==> src/logic/kbs_pkg.sv <==
// Package: shared types and constants for the burst-capture sequencer
package kbs_pkg;

  // ==========================================================================
  // Widths and constants
  localparam int unsigned ROW_W   = 16;
  localparam int unsigned TIME_W  = 32;
  localparam logic [1:0]  MODE_FREE     = 2'h0;
  localparam logic [1:0]  MODE_SINGLE   = 2'h1;
  localparam logic [1:0]  MODE_MULTIPLE = 2'h2;
  localparam logic        STAT_SHUTTER  = 1'h0;
  localparam logic        STAT_READOUT  = 1'h1;
  localparam logic [TIME_W-1:0] CNT_ZERO = 32'h0000_0000;
  localparam logic [ROW_W-1:0]  ROW_ZERO = 16'h0000;
  localparam logic [ROW_W-1:0]  ROW_ONE  = 16'h0001;

  // ==========================================================================
  // Configuration carrier
  typedef struct packed {
    logic              burst_option;   // Option installed in the controller
    logic              burst_select;   // Software asks for burst mode
    logic [1:0]        mode;           // Timing mode
    logic              sync_falling;   // Active edge of external sync
    logic              status_select;  // 0 shutter, 1 readout indicator
    logic [TIME_W-1:0] exposure_cyc;   // Free-run and single-trigger exposure per frame
    logic [TIME_W-1:0] shift_cyc;      // Cycles per row shift
    logic [ROW_W-1:0]  frame_rows;     // Rows per frame
    logic [ROW_W-1:0]  array_rows;     // Rows of the whole array
  } kbs_cfg_t;

  // Status carrier
  typedef struct packed {
    logic             ready;
    logic             shutter_open;
    logic             shifting;
    logic             readout_active;
    logic [ROW_W-1:0] frame_index;
  } kbs_stat_t;

endpackage : kbs_pkg

==> src/logic/kbs_edge_sync.sv <==
// Sync-input synchroniser and selectable edge detector
module kbs_edge_sync (
  input  wire logic clock,
  input  wire logic srst,
  input  wire logic sync_in,
  input  wire logic falling,
  output logic      edge_pulse
);

  logic meta_q, meta_d;
  logic stab_q, stab_d;
  logic prev_q, prev_d;

  // ==========================================================================
  // Two-stage synchroniser then edge compare on the stable stage
  always_comb begin
    meta_d = sync_in;
    stab_d = meta_q;
    prev_d = stab_q;
  end

  always_ff @(posedge clock) begin
    if (srst) begin
      meta_q <= 1'b0;
      stab_q <= 1'b0;
      prev_q <= 1'b0;
    end else begin
      meta_q <= meta_d;
      stab_q <= stab_d;
      prev_q <= prev_d;
    end
  end

  assign edge_pulse = falling ? (prev_q & ~stab_q) : (stab_q & ~prev_q);

  one_pulse_a: assert property (@(posedge clock) disable iff (srst)
    edge_pulse |=> !edge_pulse) else $error("sync edge lasted more than one cycle");

endmodule // kbs_edge_sync

==> src/logic/kbs_sequencer.sv <==
// Burst-capture (kinetics) sequencer: exposure, shift under mask, readout
//
// Overview of operation
// - Three timing modes: free run, one trigger per series, one per frame.
// - Shutter open: after each exposure, shift charge under mask, expose again.
// - After last frame, close shutter, then read out stored frames.
// - Free run needs no triggers; every frame exposed for programmed duration.
// - Gap between frames equals row shift period times frame height.
// - Frames per series equals array rows divided by frame height.
// - Status output shows shutter signal or readout-active signal.
// - Single trigger: each valid sync edge starts a complete series.
// - Single trigger: readout at normal speed; next trigger only after readout.
// - Multiple trigger: each sync edge advances one frame until series done.
// - Multiple trigger: shutter open all series; pulse spacing sets exposure.
// - Multiple trigger: after last frame close, read out, then return to ready.
// - Burst mode usable only when burst option is installed.
// - Sync active edge selectable rising or falling.
// - Readout selection: status low during readout, high otherwise.
// - Shutter selection: status high while shutter open, one cycle later; default.
module kbs_sequencer (
  input  wire logic             clock,
  input  wire logic             srst,
  input  wire kbs_pkg::kbs_cfg_t cfg,
  input  wire logic             start,
  input  wire logic             sync_in,
  input  wire logic             readout_done,
  output logic                  shutter_open,
  output logic                  shift_rows,
  output logic                  readout_start,
  output logic                  readout_active_indicator,
  output logic                  status_out,
  output logic                  burst_enabled,
  output kbs_pkg::kbs_stat_t    stat
);

  typedef enum logic [4:0] {
    KBS_IDLE   = 5'b00001,
    KBS_EXPOSE = 5'b00010,
    KBS_SHIFT  = 5'b00100,
    KBS_CLOSE  = 5'b01000,
    KBS_READ   = 5'b10000
  } kbs_state_t;

  kbs_state_t                   state_q, state_d;
  logic [kbs_pkg::TIME_W-1:0]   cnt_q, cnt_d;
  logic [kbs_pkg::ROW_W-1:0]    frame_q, frame_d;
  logic [kbs_pkg::ROW_W-1:0]    nframes_q, nframes_d;
  logic                         shut_q, shut_d;
  logic                         shift_q, shift_d;
  logic                         rdstart_q, rdstart_d;
  logic                         rdact_q, rdact_d;
  logic                         status_q, status_d;
  logic                         sel_q, sel_d;
  logic                         trig;
  logic                         last_frame;

  // ==========================================================================
  // Helpers
  function automatic logic [kbs_pkg::TIME_W-1:0] gap_cycles(
    input logic [kbs_pkg::TIME_W-1:0] per_row,
    input logic [kbs_pkg::ROW_W-1:0]  rows);
    logic [kbs_pkg::TIME_W+kbs_pkg::ROW_W-1:0] prod;
    prod = per_row * rows;
    return prod[kbs_pkg::TIME_W-1:0];
  endfunction

  function automatic logic [kbs_pkg::ROW_W-1:0] frame_count(
    input logic [kbs_pkg::ROW_W-1:0] arr,
    input logic [kbs_pkg::ROW_W-1:0] fr);
    logic [kbs_pkg::ROW_W-1:0] q;
    q = (fr == kbs_pkg::ROW_ZERO) ? kbs_pkg::ROW_ZERO : arr / fr;
    return (q == kbs_pkg::ROW_ZERO) ? kbs_pkg::ROW_ONE : q;
  endfunction

  // ==========================================================================
  // External sync edge
  kbs_edge_sync u_edge (
    .clock      (clock),
    .srst       (srst),
    .sync_in    (sync_in),
    .falling    (cfg.sync_falling),
    .edge_pulse (trig)
  );

  assign burst_enabled = cfg.burst_option & cfg.burst_select;
  assign last_frame    = (frame_q + kbs_pkg::ROW_ONE) >= nframes_q;

  // ==========================================================================
  // Sequencer next state
  always_comb begin
    state_d   = state_q;
    cnt_d     = cnt_q;
    frame_d   = frame_q;
    nframes_d = nframes_q;
    shut_d    = shut_q;
    shift_d   = 1'b0;
    rdstart_d = 1'b0;
    rdact_d   = rdact_q;
    unique case (state_q)
      KBS_IDLE: begin
        frame_d = kbs_pkg::ROW_ZERO;
        if (burst_enabled) begin
          nframes_d = frame_count(cfg.array_rows, cfg.frame_rows);
          unique case (cfg.mode)
            kbs_pkg::MODE_FREE: begin
              if (start) begin
                state_d = KBS_EXPOSE;
                shut_d  = 1'b1;
                cnt_d   = cfg.exposure_cyc;
              end
            end
            kbs_pkg::MODE_SINGLE: begin
              if (trig) begin
                state_d = KBS_EXPOSE;
                shut_d  = 1'b1;
                cnt_d   = cfg.exposure_cyc;
              end
            end
            kbs_pkg::MODE_MULTIPLE: begin
              if (start) begin
                state_d = KBS_EXPOSE;
                shut_d  = 1'b1;
                cnt_d   = kbs_pkg::CNT_ZERO;
              end
            end
            default: begin
            end
          endcase
        end
      end
      KBS_EXPOSE: begin
        // Multiple trigger: the exposure ends only on a sync edge
        if (cfg.mode == kbs_pkg::MODE_MULTIPLE) begin
          if (trig) begin
            state_d = KBS_SHIFT;
            shift_d = 1'b1;
            cnt_d   = gap_cycles(cfg.shift_cyc, cfg.frame_rows);
          end
        end else if (cnt_q <= 32'h0000_0001) begin
          state_d = KBS_SHIFT;
          shift_d = 1'b1;
          cnt_d   = gap_cycles(cfg.shift_cyc, cfg.frame_rows);
        end else begin
          cnt_d = cnt_q - 32'h0000_0001;
        end
      end
      KBS_SHIFT: begin
        shift_d = 1'b1;
        if (cnt_q <= 32'h0000_0001) begin
          shift_d = 1'b0;
          if (last_frame) begin
            state_d = KBS_CLOSE;
            shut_d  = 1'b0;
          end else begin
            state_d = KBS_EXPOSE;
            frame_d = frame_q + kbs_pkg::ROW_ONE;
            cnt_d   = cfg.exposure_cyc;
          end
        end else begin
          cnt_d = cnt_q - 32'h0000_0001;
        end
      end
      KBS_CLOSE: begin
        state_d   = KBS_READ;
        rdstart_d = 1'b1;
        rdact_d   = 1'b1;
      end
      KBS_READ: begin
        if (readout_done) begin
          state_d = KBS_IDLE;
          rdact_d = 1'b0;
        end
      end
      default: begin
        state_d = KBS_IDLE;
      end
    endcase
  end

  always_ff @(posedge clock) begin
    if (srst) begin
      state_q   <= KBS_IDLE;
      cnt_q     <= kbs_pkg::CNT_ZERO;
      frame_q   <= kbs_pkg::ROW_ZERO;
      nframes_q <= kbs_pkg::ROW_ONE;
      shut_q    <= 1'b0;
      shift_q   <= 1'b0;
      rdstart_q <= 1'b0;
      rdact_q   <= 1'b0;
    end else begin
      state_q   <= state_d;
      cnt_q     <= cnt_d;
      frame_q   <= frame_d;
      nframes_q <= nframes_d;
      shut_q    <= shut_d;
      shift_q   <= shift_d;
      rdstart_q <= rdstart_d;
      rdact_q   <= rdact_d;
    end
  end

  // ==========================================================================
  // Status output selection
  // Selection is registered so that a reset always restores the shutter view
  always_comb begin
    sel_d    = cfg.status_select;
    status_d = (sel_q == kbs_pkg::STAT_READOUT) ? ~rdact_q : shut_q;
  end

  always_ff @(posedge clock) begin
    if (srst) begin
      sel_q    <= kbs_pkg::STAT_SHUTTER;
      status_q <= 1'b0;
    end else begin
      sel_q    <= sel_d;
      status_q <= status_d;
    end
  end

  assign shutter_open             = shut_q;
  assign shift_rows               = shift_q;
  assign readout_start            = rdstart_q;
  assign readout_active_indicator = ~rdact_q;
  assign status_out               = status_q;
  assign stat = '{
    ready:          (state_q == KBS_IDLE),
    shutter_open:   shut_q,
    shifting:       shift_q,
    readout_active: rdact_q,
    frame_index:    frame_q
  };

  // ==========================================================================
  // Checks
  no_burst_a: assert property (@(posedge clock) disable iff (srst)
    (state_q == KBS_IDLE && !burst_enabled) |=> state_q == KBS_IDLE)
    else $error("sequence started without burst option");
  shut_read_a: assert property (@(posedge clock) disable iff (srst)
    rdact_q |-> !shut_q) else $error("shutter open during readout");
  close_read_a: assert property (@(posedge clock) disable iff (srst)
    state_q == KBS_CLOSE |=> rdstart_q && rdact_q) else $error("readout not started after close");
  multi_hold_a: assert property (@(posedge clock) disable iff (srst)
    (state_q == KBS_EXPOSE && cfg.mode == kbs_pkg::MODE_MULTIPLE && !trig) |=> state_q == KBS_EXPOSE)
    else $error("multiple trigger frame advanced without edge");
  multi_shut_a: assert property (@(posedge clock) disable iff (srst)
    (state_q == KBS_SHIFT && !last_frame) |=> shut_q) else $error("shutter closed mid series");
  read_ignore_a: assert property (@(posedge clock) disable iff (srst)
    (state_q == KBS_READ && !readout_done) |=> state_q == KBS_READ)
    else $error("left readout before done");
  single_go_a: assert property (@(posedge clock) disable iff (srst)
    (state_q == KBS_IDLE && burst_enabled && cfg.mode == kbs_pkg::MODE_SINGLE && trig) |=> shut_q ##0
    state_q == KBS_EXPOSE) else $error("single trigger did not start series");
  stat_shut_a: assert property (@(posedge clock) disable iff (srst)
    $past(sel_q) == kbs_pkg::STAT_SHUTTER |-> status_q == $past(shut_q))
    else $error("status does not follow shutter");
  stat_read_a: assert property (@(posedge clock) disable iff (srst)
    $past(sel_q) == kbs_pkg::STAT_READOUT |-> status_q == !$past(rdact_q))
    else $error("status does not follow readout");
  frame_lim_a: assert property (@(posedge clock) disable iff (srst)
    state_q != KBS_IDLE |-> frame_q < nframes_q) else $error("frame count beyond series");

  // ==========================================================================
  // Sequencing steps
  free_go_a: assert property (@(posedge clock) disable iff (srst)
    (state_q == KBS_IDLE && burst_enabled && cfg.mode == kbs_pkg::MODE_FREE && start) |=>
    (shut_q && state_q == KBS_EXPOSE && cnt_q == cfg.exposure_cyc)) else $error("free run did not start");
  bad_mode_a: assert property (@(posedge clock) disable iff (srst)
    (state_q == KBS_IDLE && cfg.mode == 2'h3) |=> state_q == KBS_IDLE)
    else $error("series started in an undefined mode");
  shift_open_a: assert property (@(posedge clock) disable iff (srst)
    shift_q |-> shut_q) else $error("rows shifted with shutter closed");
  gap_load_a: assert property (@(posedge clock) disable iff (srst)
    $rose(shift_q) |-> cnt_q == cfg.shift_cyc * cfg.frame_rows) else $error("shift gap length wrong");
  next_frame_a: assert property (@(posedge clock) disable iff (srst)
    (state_q == KBS_SHIFT && cnt_q <= 32'h0000_0001 && !last_frame) |=>
    (state_q == KBS_EXPOSE && shut_q && frame_q == $past(frame_q) + kbs_pkg::ROW_ONE))
    else $error("next exposure did not follow shift");
  last_close_a: assert property (@(posedge clock) disable iff (srst)
    (state_q == KBS_SHIFT && cnt_q <= 32'h0000_0001 && last_frame) |=> (state_q == KBS_CLOSE && !shut_q))
    else $error("shutter not closed after last frame");
  read_end_a: assert property (@(posedge clock) disable iff (srst)
    (state_q == KBS_READ && readout_done) |=> (state_q == KBS_IDLE && !rdact_q))
    else $error("not ready after readout");
  busy_ignore_a: assert property (@(posedge clock) disable iff (srst)
    (state_q inside {KBS_CLOSE, KBS_READ} && trig) |=> !shut_q)
    else $error("sync edge reopened shutter during readout");
  exp_count_a: assert property (@(posedge clock) disable iff (srst)
    (state_q == KBS_EXPOSE && cfg.mode != kbs_pkg::MODE_MULTIPLE && cnt_q > 32'h0000_0001) |=>
    state_q == KBS_EXPOSE)
    else $error("exposure ended early");
  rd_pulse_a: assert property (@(posedge clock) disable iff (srst)
    rdstart_q |=> !rdstart_q) else $error("readout start lasted more than one cycle");
  ind_level_a: assert property (@(posedge clock) disable iff (srst)
    readout_active_indicator == !(state_q == KBS_READ)) else $error("indicator wrong outside readout");
  idle_quiet_a: assert property (@(posedge clock) disable iff (srst)
    state_q == KBS_IDLE |-> (!shut_q && !shift_q && !rdact_q)) else $error("idle with shutter or readout active");

endmodule // kbs_sequencer

==> config.mk <==
export PLATFORM = sky130hd
export DESIGN_NAME = kbs_sequencer
export DESIGN_NICKNAME = d
export VERILOG_FILES = /design/src/logic/kbs_pkg.sv /design/src/logic/kbs_edge_sync.sv /design/src/logic/kbs_sequencer.sv
export SDC_FILE = /design/constraint.sdc
export NUM_CORES = 2
export LEC_CHECK = 0
export BUFFER_PORTS_ARGS = -buffer_cell sky130_fd_sc_hd__buf_4
export CAP_MARGIN = 20
export CORE_MARGIN = 2
export CORE_UTILIZATION = 55
export CTS_CLUSTER_DIAMETER = 50
export DETAILED_ROUTE_END_ITERATION = 8
export PLACE_DENSITY = 0.73
export SETUP_SLACK_MARGIN = 0.3
export SYNTH_ARGS = -nofsm -noshare
export SYNTH_HDL_FRONTEND = slang
export SYNTH_SLANG_ARGS = --single-unit
==> constraint.sdc <==
create_clock -name clock -period 38.6 [get_ports clock]
set_input_delay 1.93 -clock clock [delete_from_list [all_inputs] [get_ports clock]]
set_output_delay 1.93 -clock clock [all_outputs]
set_load 0.1 [all_outputs]
======== Word level (Yosys, flattened, before mapping) ========
Cells that the tools add are included.
W data, S select, Z words.
word-level totals
  output and inout port bits .............. 26
  logic and storage cells ................. 103
  latch bits .............................. 0
  input port bits ......................... 107
  bits in writable memories ............... 0
  flip-flop bits (word level) ............. 78
  memories ................................ 0
  ROM bits ................................ 0
cells by class
  shift-type cells ........................ 0
  bitwise gates (word level) .............. 6
  multiplexer cells ....................... 44
  $mul .................................... 1
  div/mod/pow operators ................... 1
  add/sub/neg operators ................... 2
  eq/ne operators ......................... 21
  reduce and logical (&&, ||, !) cells .... 13
  $lt $le $gt $ge ......................... 2
operator list
  cell                     count
  $mux W32                 9
  $pmux W32 S3             2
  $mux W16                 4
  $mux W5                  8
  $le A32 B1 Y1 const B    1
  $logic_not A16 Y1        2
  $mul A32 B16 Y32         1
  $pmux W16 S2             1
  $sub A32 B1 Y32 const B  1
  $pmux W5 S5              1
  $ne A3 B3 Y1 const B     7
  $add A16 B1 Y16 const B  1
  $div A16 B16 Y16         1
  $ge A16 B16 Y1           1
  $reduce_and A8 Y1        2
  $mux W1                  13
  $ne A2 B2 Y1 const B     5
  $pmux W5 S2              1
  $pmux W1 S2              4
  $reduce_and A7 Y1        1
  $eq A5 B1 Y1 const B     1
  $eq A5 B2 Y1 const B     1
  $eq A5 B3 Y1 const B     1
  $eq A5 B4 Y1 const B     1
  14 further kinds         20

======== Longest topological paths before layout ========
  depth in word-level cells ............... 7
  mapped depth ............................ 138
  gate-level depth less buffers ........... 122

======== Hierarchy ========
A second synthesis with hierarchy kept.
second synthesis, totals
  cell total of the unflattened synthesis .. 3029
  area, all modules ....................... 23543.8 µm²
by module, submodules not included
  module         instances  seq. area each (µm²)  cells an instance  area an instance (µm²)
  kbs_sequencer  1          1501.4                3020               23442.5
  kbs_edge_sync  1          60.1                  9                  101.3

======== Least setup slack after synthesis ========
OpenSTA, ideal clock, no wires.
  path kind ............................... input-to-reg
  from .................................... input cfg[25] in the netlist's numbering
  to ...................................... register nframes_q[0] in the netlist's numbering
  data required time ...................... 38.457 ns
  arrival time ............................ 28.672 ns
  path slack .............................. 9.785 ns
  library setup time ...................... 0.143 ns
  path buffers ............................ 16
  stages on the path ...................... 121
  path through ............................ buf_2 nor3_1 nand4_1 clkbuf_1 clkbuf_1 nor2_1 nand2_1 o21ai_0 o31ai_1 ha_1 o21a_1 o21ai_0 a2111oi_0 a2bb2oi_1 ha_1 o211a_1 nor3_1 a2111oi_0 [85 not listed] a21oi_1 ha_1 a21o_1 a211oi_1 a21oi_1 a41oi_1 a311o_1 clkbuf_1 nor2_1 a31oi_1 o31ai_1 ha_1 a21o_1 a221o_1 a2111oi_0 o21ai_0 a2111oi_0 a22oi_1
between the ends
  word-level cells in the longest chain between the ends .. 4
  elaborated cells between the ends (all ways) .. 5
  those cells by class .................... div (1); mux (2); reduce/logical (2)
ends and longest elaborated chain
  element                                                       line                  text
  start, declared                                               kbs_sequencer.sv:23   input wire kbs_pkg::kbs_cfg_t cfg,
  $div A16 B16 Y16 / $logic_not A16 Y1 (equally long branches)  kbs_sequencer.sv:71   q = (fr == kbs_pkg::ROW_ZERO) ? kbs_pkg::ROW_ZERO : arr / fr;
  $mux W16 (*)                                                  kbs_sequencer.sv:71
  $logic_not A16 Y1                                             kbs_sequencer.sv:72   return (q == kbs_pkg::ROW_ZERO) ? kbs_pkg::ROW_ONE : q;
  $mux W16 (*)                                                  kbs_sequencer.sv:72
  end signal, assigned                                          kbs_sequencer.sv:185  nframes_q <= kbs_pkg::ROW_ONE;
  end signal, assigned                                          kbs_sequencer.sv:194  nframes_q <= nframes_d;
  end, declared                                                 kbs_sequencer.sv:47   logic [kbs_pkg::ROW_W-1:0] nframes_q, nframes_d;
Mark *: on every way between the ends. The rest lies on a longest branch, timed or not.
A chain may end at the register's enable or synchronous reset.

======== Final worst setup path ========
  from .................................... input cfg[27] in the netlist's numbering
  to ...................................... register nframes_q[0] in the netlist's numbering
The elaborated chain is that of the path after synthesis.

==> metrics.yaml <==
slew-limit-headroom: 0.2803
synth_top_area_share: 0.2607
ios: 133
nNetsFinal: 3652
drive_gt1_frac: 0.07344
grt_usage: 0.3455
critPathMaxFanout: 26
clock_latency_ns: 0.35
r2r_cells: 16
grt_pass1_vias: 22389
fin_area_mm2: 0.02481
dpl-instance-area_mm2: 0.02450
syn_avg_cell_area_um2: 7.732
worst-endpoint-required_ns: 38.82
grt_max_degree: 81
clock.fmax_ghz: 0.02901
setup.worst_path.end_class: "flip-flop"
cts_num_sinks: 78
timing.setup.tns_ns: 0
synthArstFlopShare: 0
crit_family: "compound AO/OA/AOI/OAI gates"
initial_core_util: 0.5565
totalWireLength_mm: 75.17
die_y_um: 210.0
leakagePower_nw: 11.70
grt_setup_unrepaired: "false"
outcome: "completed"
globalRouteMet1Util: 0.4568
ys_seq_area_frac: 0.06689
crit_top_cell: "ha_1"
core_mm2: 0.04195
cts.reportedPaths.clkPinSlew_ns: 0.07
synthFlopType: "dfxtp_1"
arrival_ns: 34.69
post_cts_buffers: 0
gp_congestion: 0.9754
route.vias.total: 22003
gr-usage-met3: 0.05945
mostFrequentLayoutCells: "nand2_1, inv_1, fa_1"
hold_buffers: 0
ant_nets: 0
final-hold-violation-count: 0
hold_end: "u_edge.prev_d$_SDFF_PP0_"
cellPowerDensity_mw_per_mm2: 94.92
hp-class: "reg -> reg"
synth.distinct_cells: 84
gr-max-usage-layer: "met2"
holdPathStages: 1
hpwl_mm: 57.44
fin_hold_ws_ns: 0.4354
cp.buffers_inverters: 7
ys_ff_latch: 78
grt_pass1_wl_mm: 120.4
drt_iter0_drc: 1911
htree_levels: 3
finalCritPeriodShare: 0.8931
startpoint_type: "input port"
antenna_found_initial: 5
die_x_um: 210.0
via_per_inst: 6.175
r2r_setup_slack_ns: 34.03
ir_drop_uv: 143.3
cts_resized: 0
postSynthCellCount: 3019
reg2reg_from: "frame_q[2]$_SDFFE_PP0P_"
area_growth_pct: 6.271
syn-num-nets: 3652
final_common_cell: "nand2_1"
finClkSkew_ns: 0.009902
cts_tree: "done"
netlist.top_cell.by_area: "fa_1"
cap_violations: 0
use_met2: 0.5748
yosys_warnings: 0
min-delay-start: "u_edge.meta_q$_SDFF_PP0_"
worstMarginPinSlew_ns: 1.078
dieArea_mm2: 0.04411
slowest_stage: "nand4_1"
core.rowCount: 75
fin_crit_ns: 34.47
cpPeakStageDelay_ns: 0.85
grt_overflow: 0
routedWlPerCell_um: 21.10
synthTopCellsByArea: "fa_1, ha_1, nand2_1, dfxtp_1, inv_1"
syn_area_mm2: 0.02334
finalMaxSlewViolations: 0
critPathKind: "in -> reg"
drc: 0
numCtsBuffers: 9
synth_edf_count: 0
r2r-end: "cnt_q[10]$_SDFFE_PP0P_"
portBuffers: 132
power_mw: 2.355
cts.path.max_buffers: 2
firstDrtPassIters: 8
setup_violations: 0
root_buffer: "clkbuf_16"
## stage by stage
step	util	cells	worst slack, ns
6_report	0.5914	3563	4.128
5_1_grt	0.5914	3563	1.373
4_1_cts	0.5911	3560	4.009
3_5_place_dp	0.5842	3545	3.695
3_3_place_gp	0.5842	3545	4.763
2_1_floorplan	-	3019	9.785
## metal layers
metal  vias to the layer above  wire length, um
met5                         -               57
met4                         8             2698
met3                       175             6133
met2                       963            35000
met1                     10732            31280
li1                      10125                -
## cell usage after synthesis, types with 16 or more instances
cell type  count
nand3_1       49
and2_1       117
xor2_1        73
nand2_1      442
dfxtp_1       78
a31oi_1       22
o31ai_1       16
o21a_1        31
nand4_1       22
ha_1         222
xnor2_1       85
nor2_1       206
a21o_1        53
nor3_1        66
fa_1         304
clkbuf_1     139
nor2b_1       16
a22oi_1       29
a211oi_1      36
or2_2         17
inv_1        387
nand2b_1      22
and3_1        18
o21ai_0      111
a21oi_1      148
o211ai_1      21
or3_1         24
## where the power goes
part	internal [mW]	switching (mW)	total (mW)	leakage, nW
registers	0.0929	0.0149	0.108	0.635
logic	0.799	1.36	2.16	10.9
clock network	0.0499	0.0389	0.0888	0.145
## state kept, by name (all words and copies together) (netlist names)
signal and flops:
cnt_q 32, frame_q 16, nframes_q 16, rdact_q 1, readout_start 1, sel_q 1
shift_rows 1, shutter_open 1, state_q 5, status_out 1, u_edge.meta_q 1, u_edge.prev_d 1
u_edge.prev_q 1
## worst max-delay path by stage
stage / from / slack (ns) / end / depth (start not counted)
finish: cfg[27] / 4.13 / nframes_q[0]$_SDFFE_PP1P_ / 107
global route: cfg[28] / 1.37 / nframes_q[0]$_SDFFE_PP1P_ / 111
CTS: cfg[28] / 4.01 / nframes_q[0]$_SDFFE_PP1P_ / 107
detailed placement: cfg[28] / 3.70 / nframes_q[0]$_SDFFE_PP1P_ / 107
global placement: cfg[28] / 4.76 / nframes_q[0]$_SDFFE_PP1P_ / 106
floorplan: cfg[25] / 9.79 / nframes_q[0]$_SDFFE_PP1P_ / 121
## area by class of cell
cell class              instances  area, um^2
clock inverters                 6       62.56
well taps                     539       674.4
fillers                      3790       17140
clock buffers                   9       225.2
diodes                          1       2.502
repair buffers                148        1109
flip-flops and latches         78        1562
inverters                     387        1453
multi-input cells            2395       19720
## cell families (layout without fill, tap and decap cells)
family,after synthesis,count (layout),share of synthesized area
simple gates,1061,1061,0.2130
compound gates,627,627,0.1806
buf+inv,546,550,0.08983
fa+ha+maj,526,526,0.3797
xor+xnor,158,158,0.05928
flops,78,78,0.06689
mux,23,23,0.01067
other cells,0,1,0
## worst reg2reg max path, stage by stage (launching register included)
cell,delay (ns)
dfxtp_1,0.43
and3_1,0.27
and3_1,0.24
and3_1,0.26
and3_1,0.28
and3_1,0.28
xor2_1,0.20
ha_1,0.29
a2111oi_0,0.39
o21ai_0,0.19
o22ai_1,0.13
o21ba_2,0.24
a311oi_4,0.22
buf_4,0.55
o21ai_0,0.21
a22oi_1,0.19
nor2_1,0.06
(Power assumes the default switching activity.)
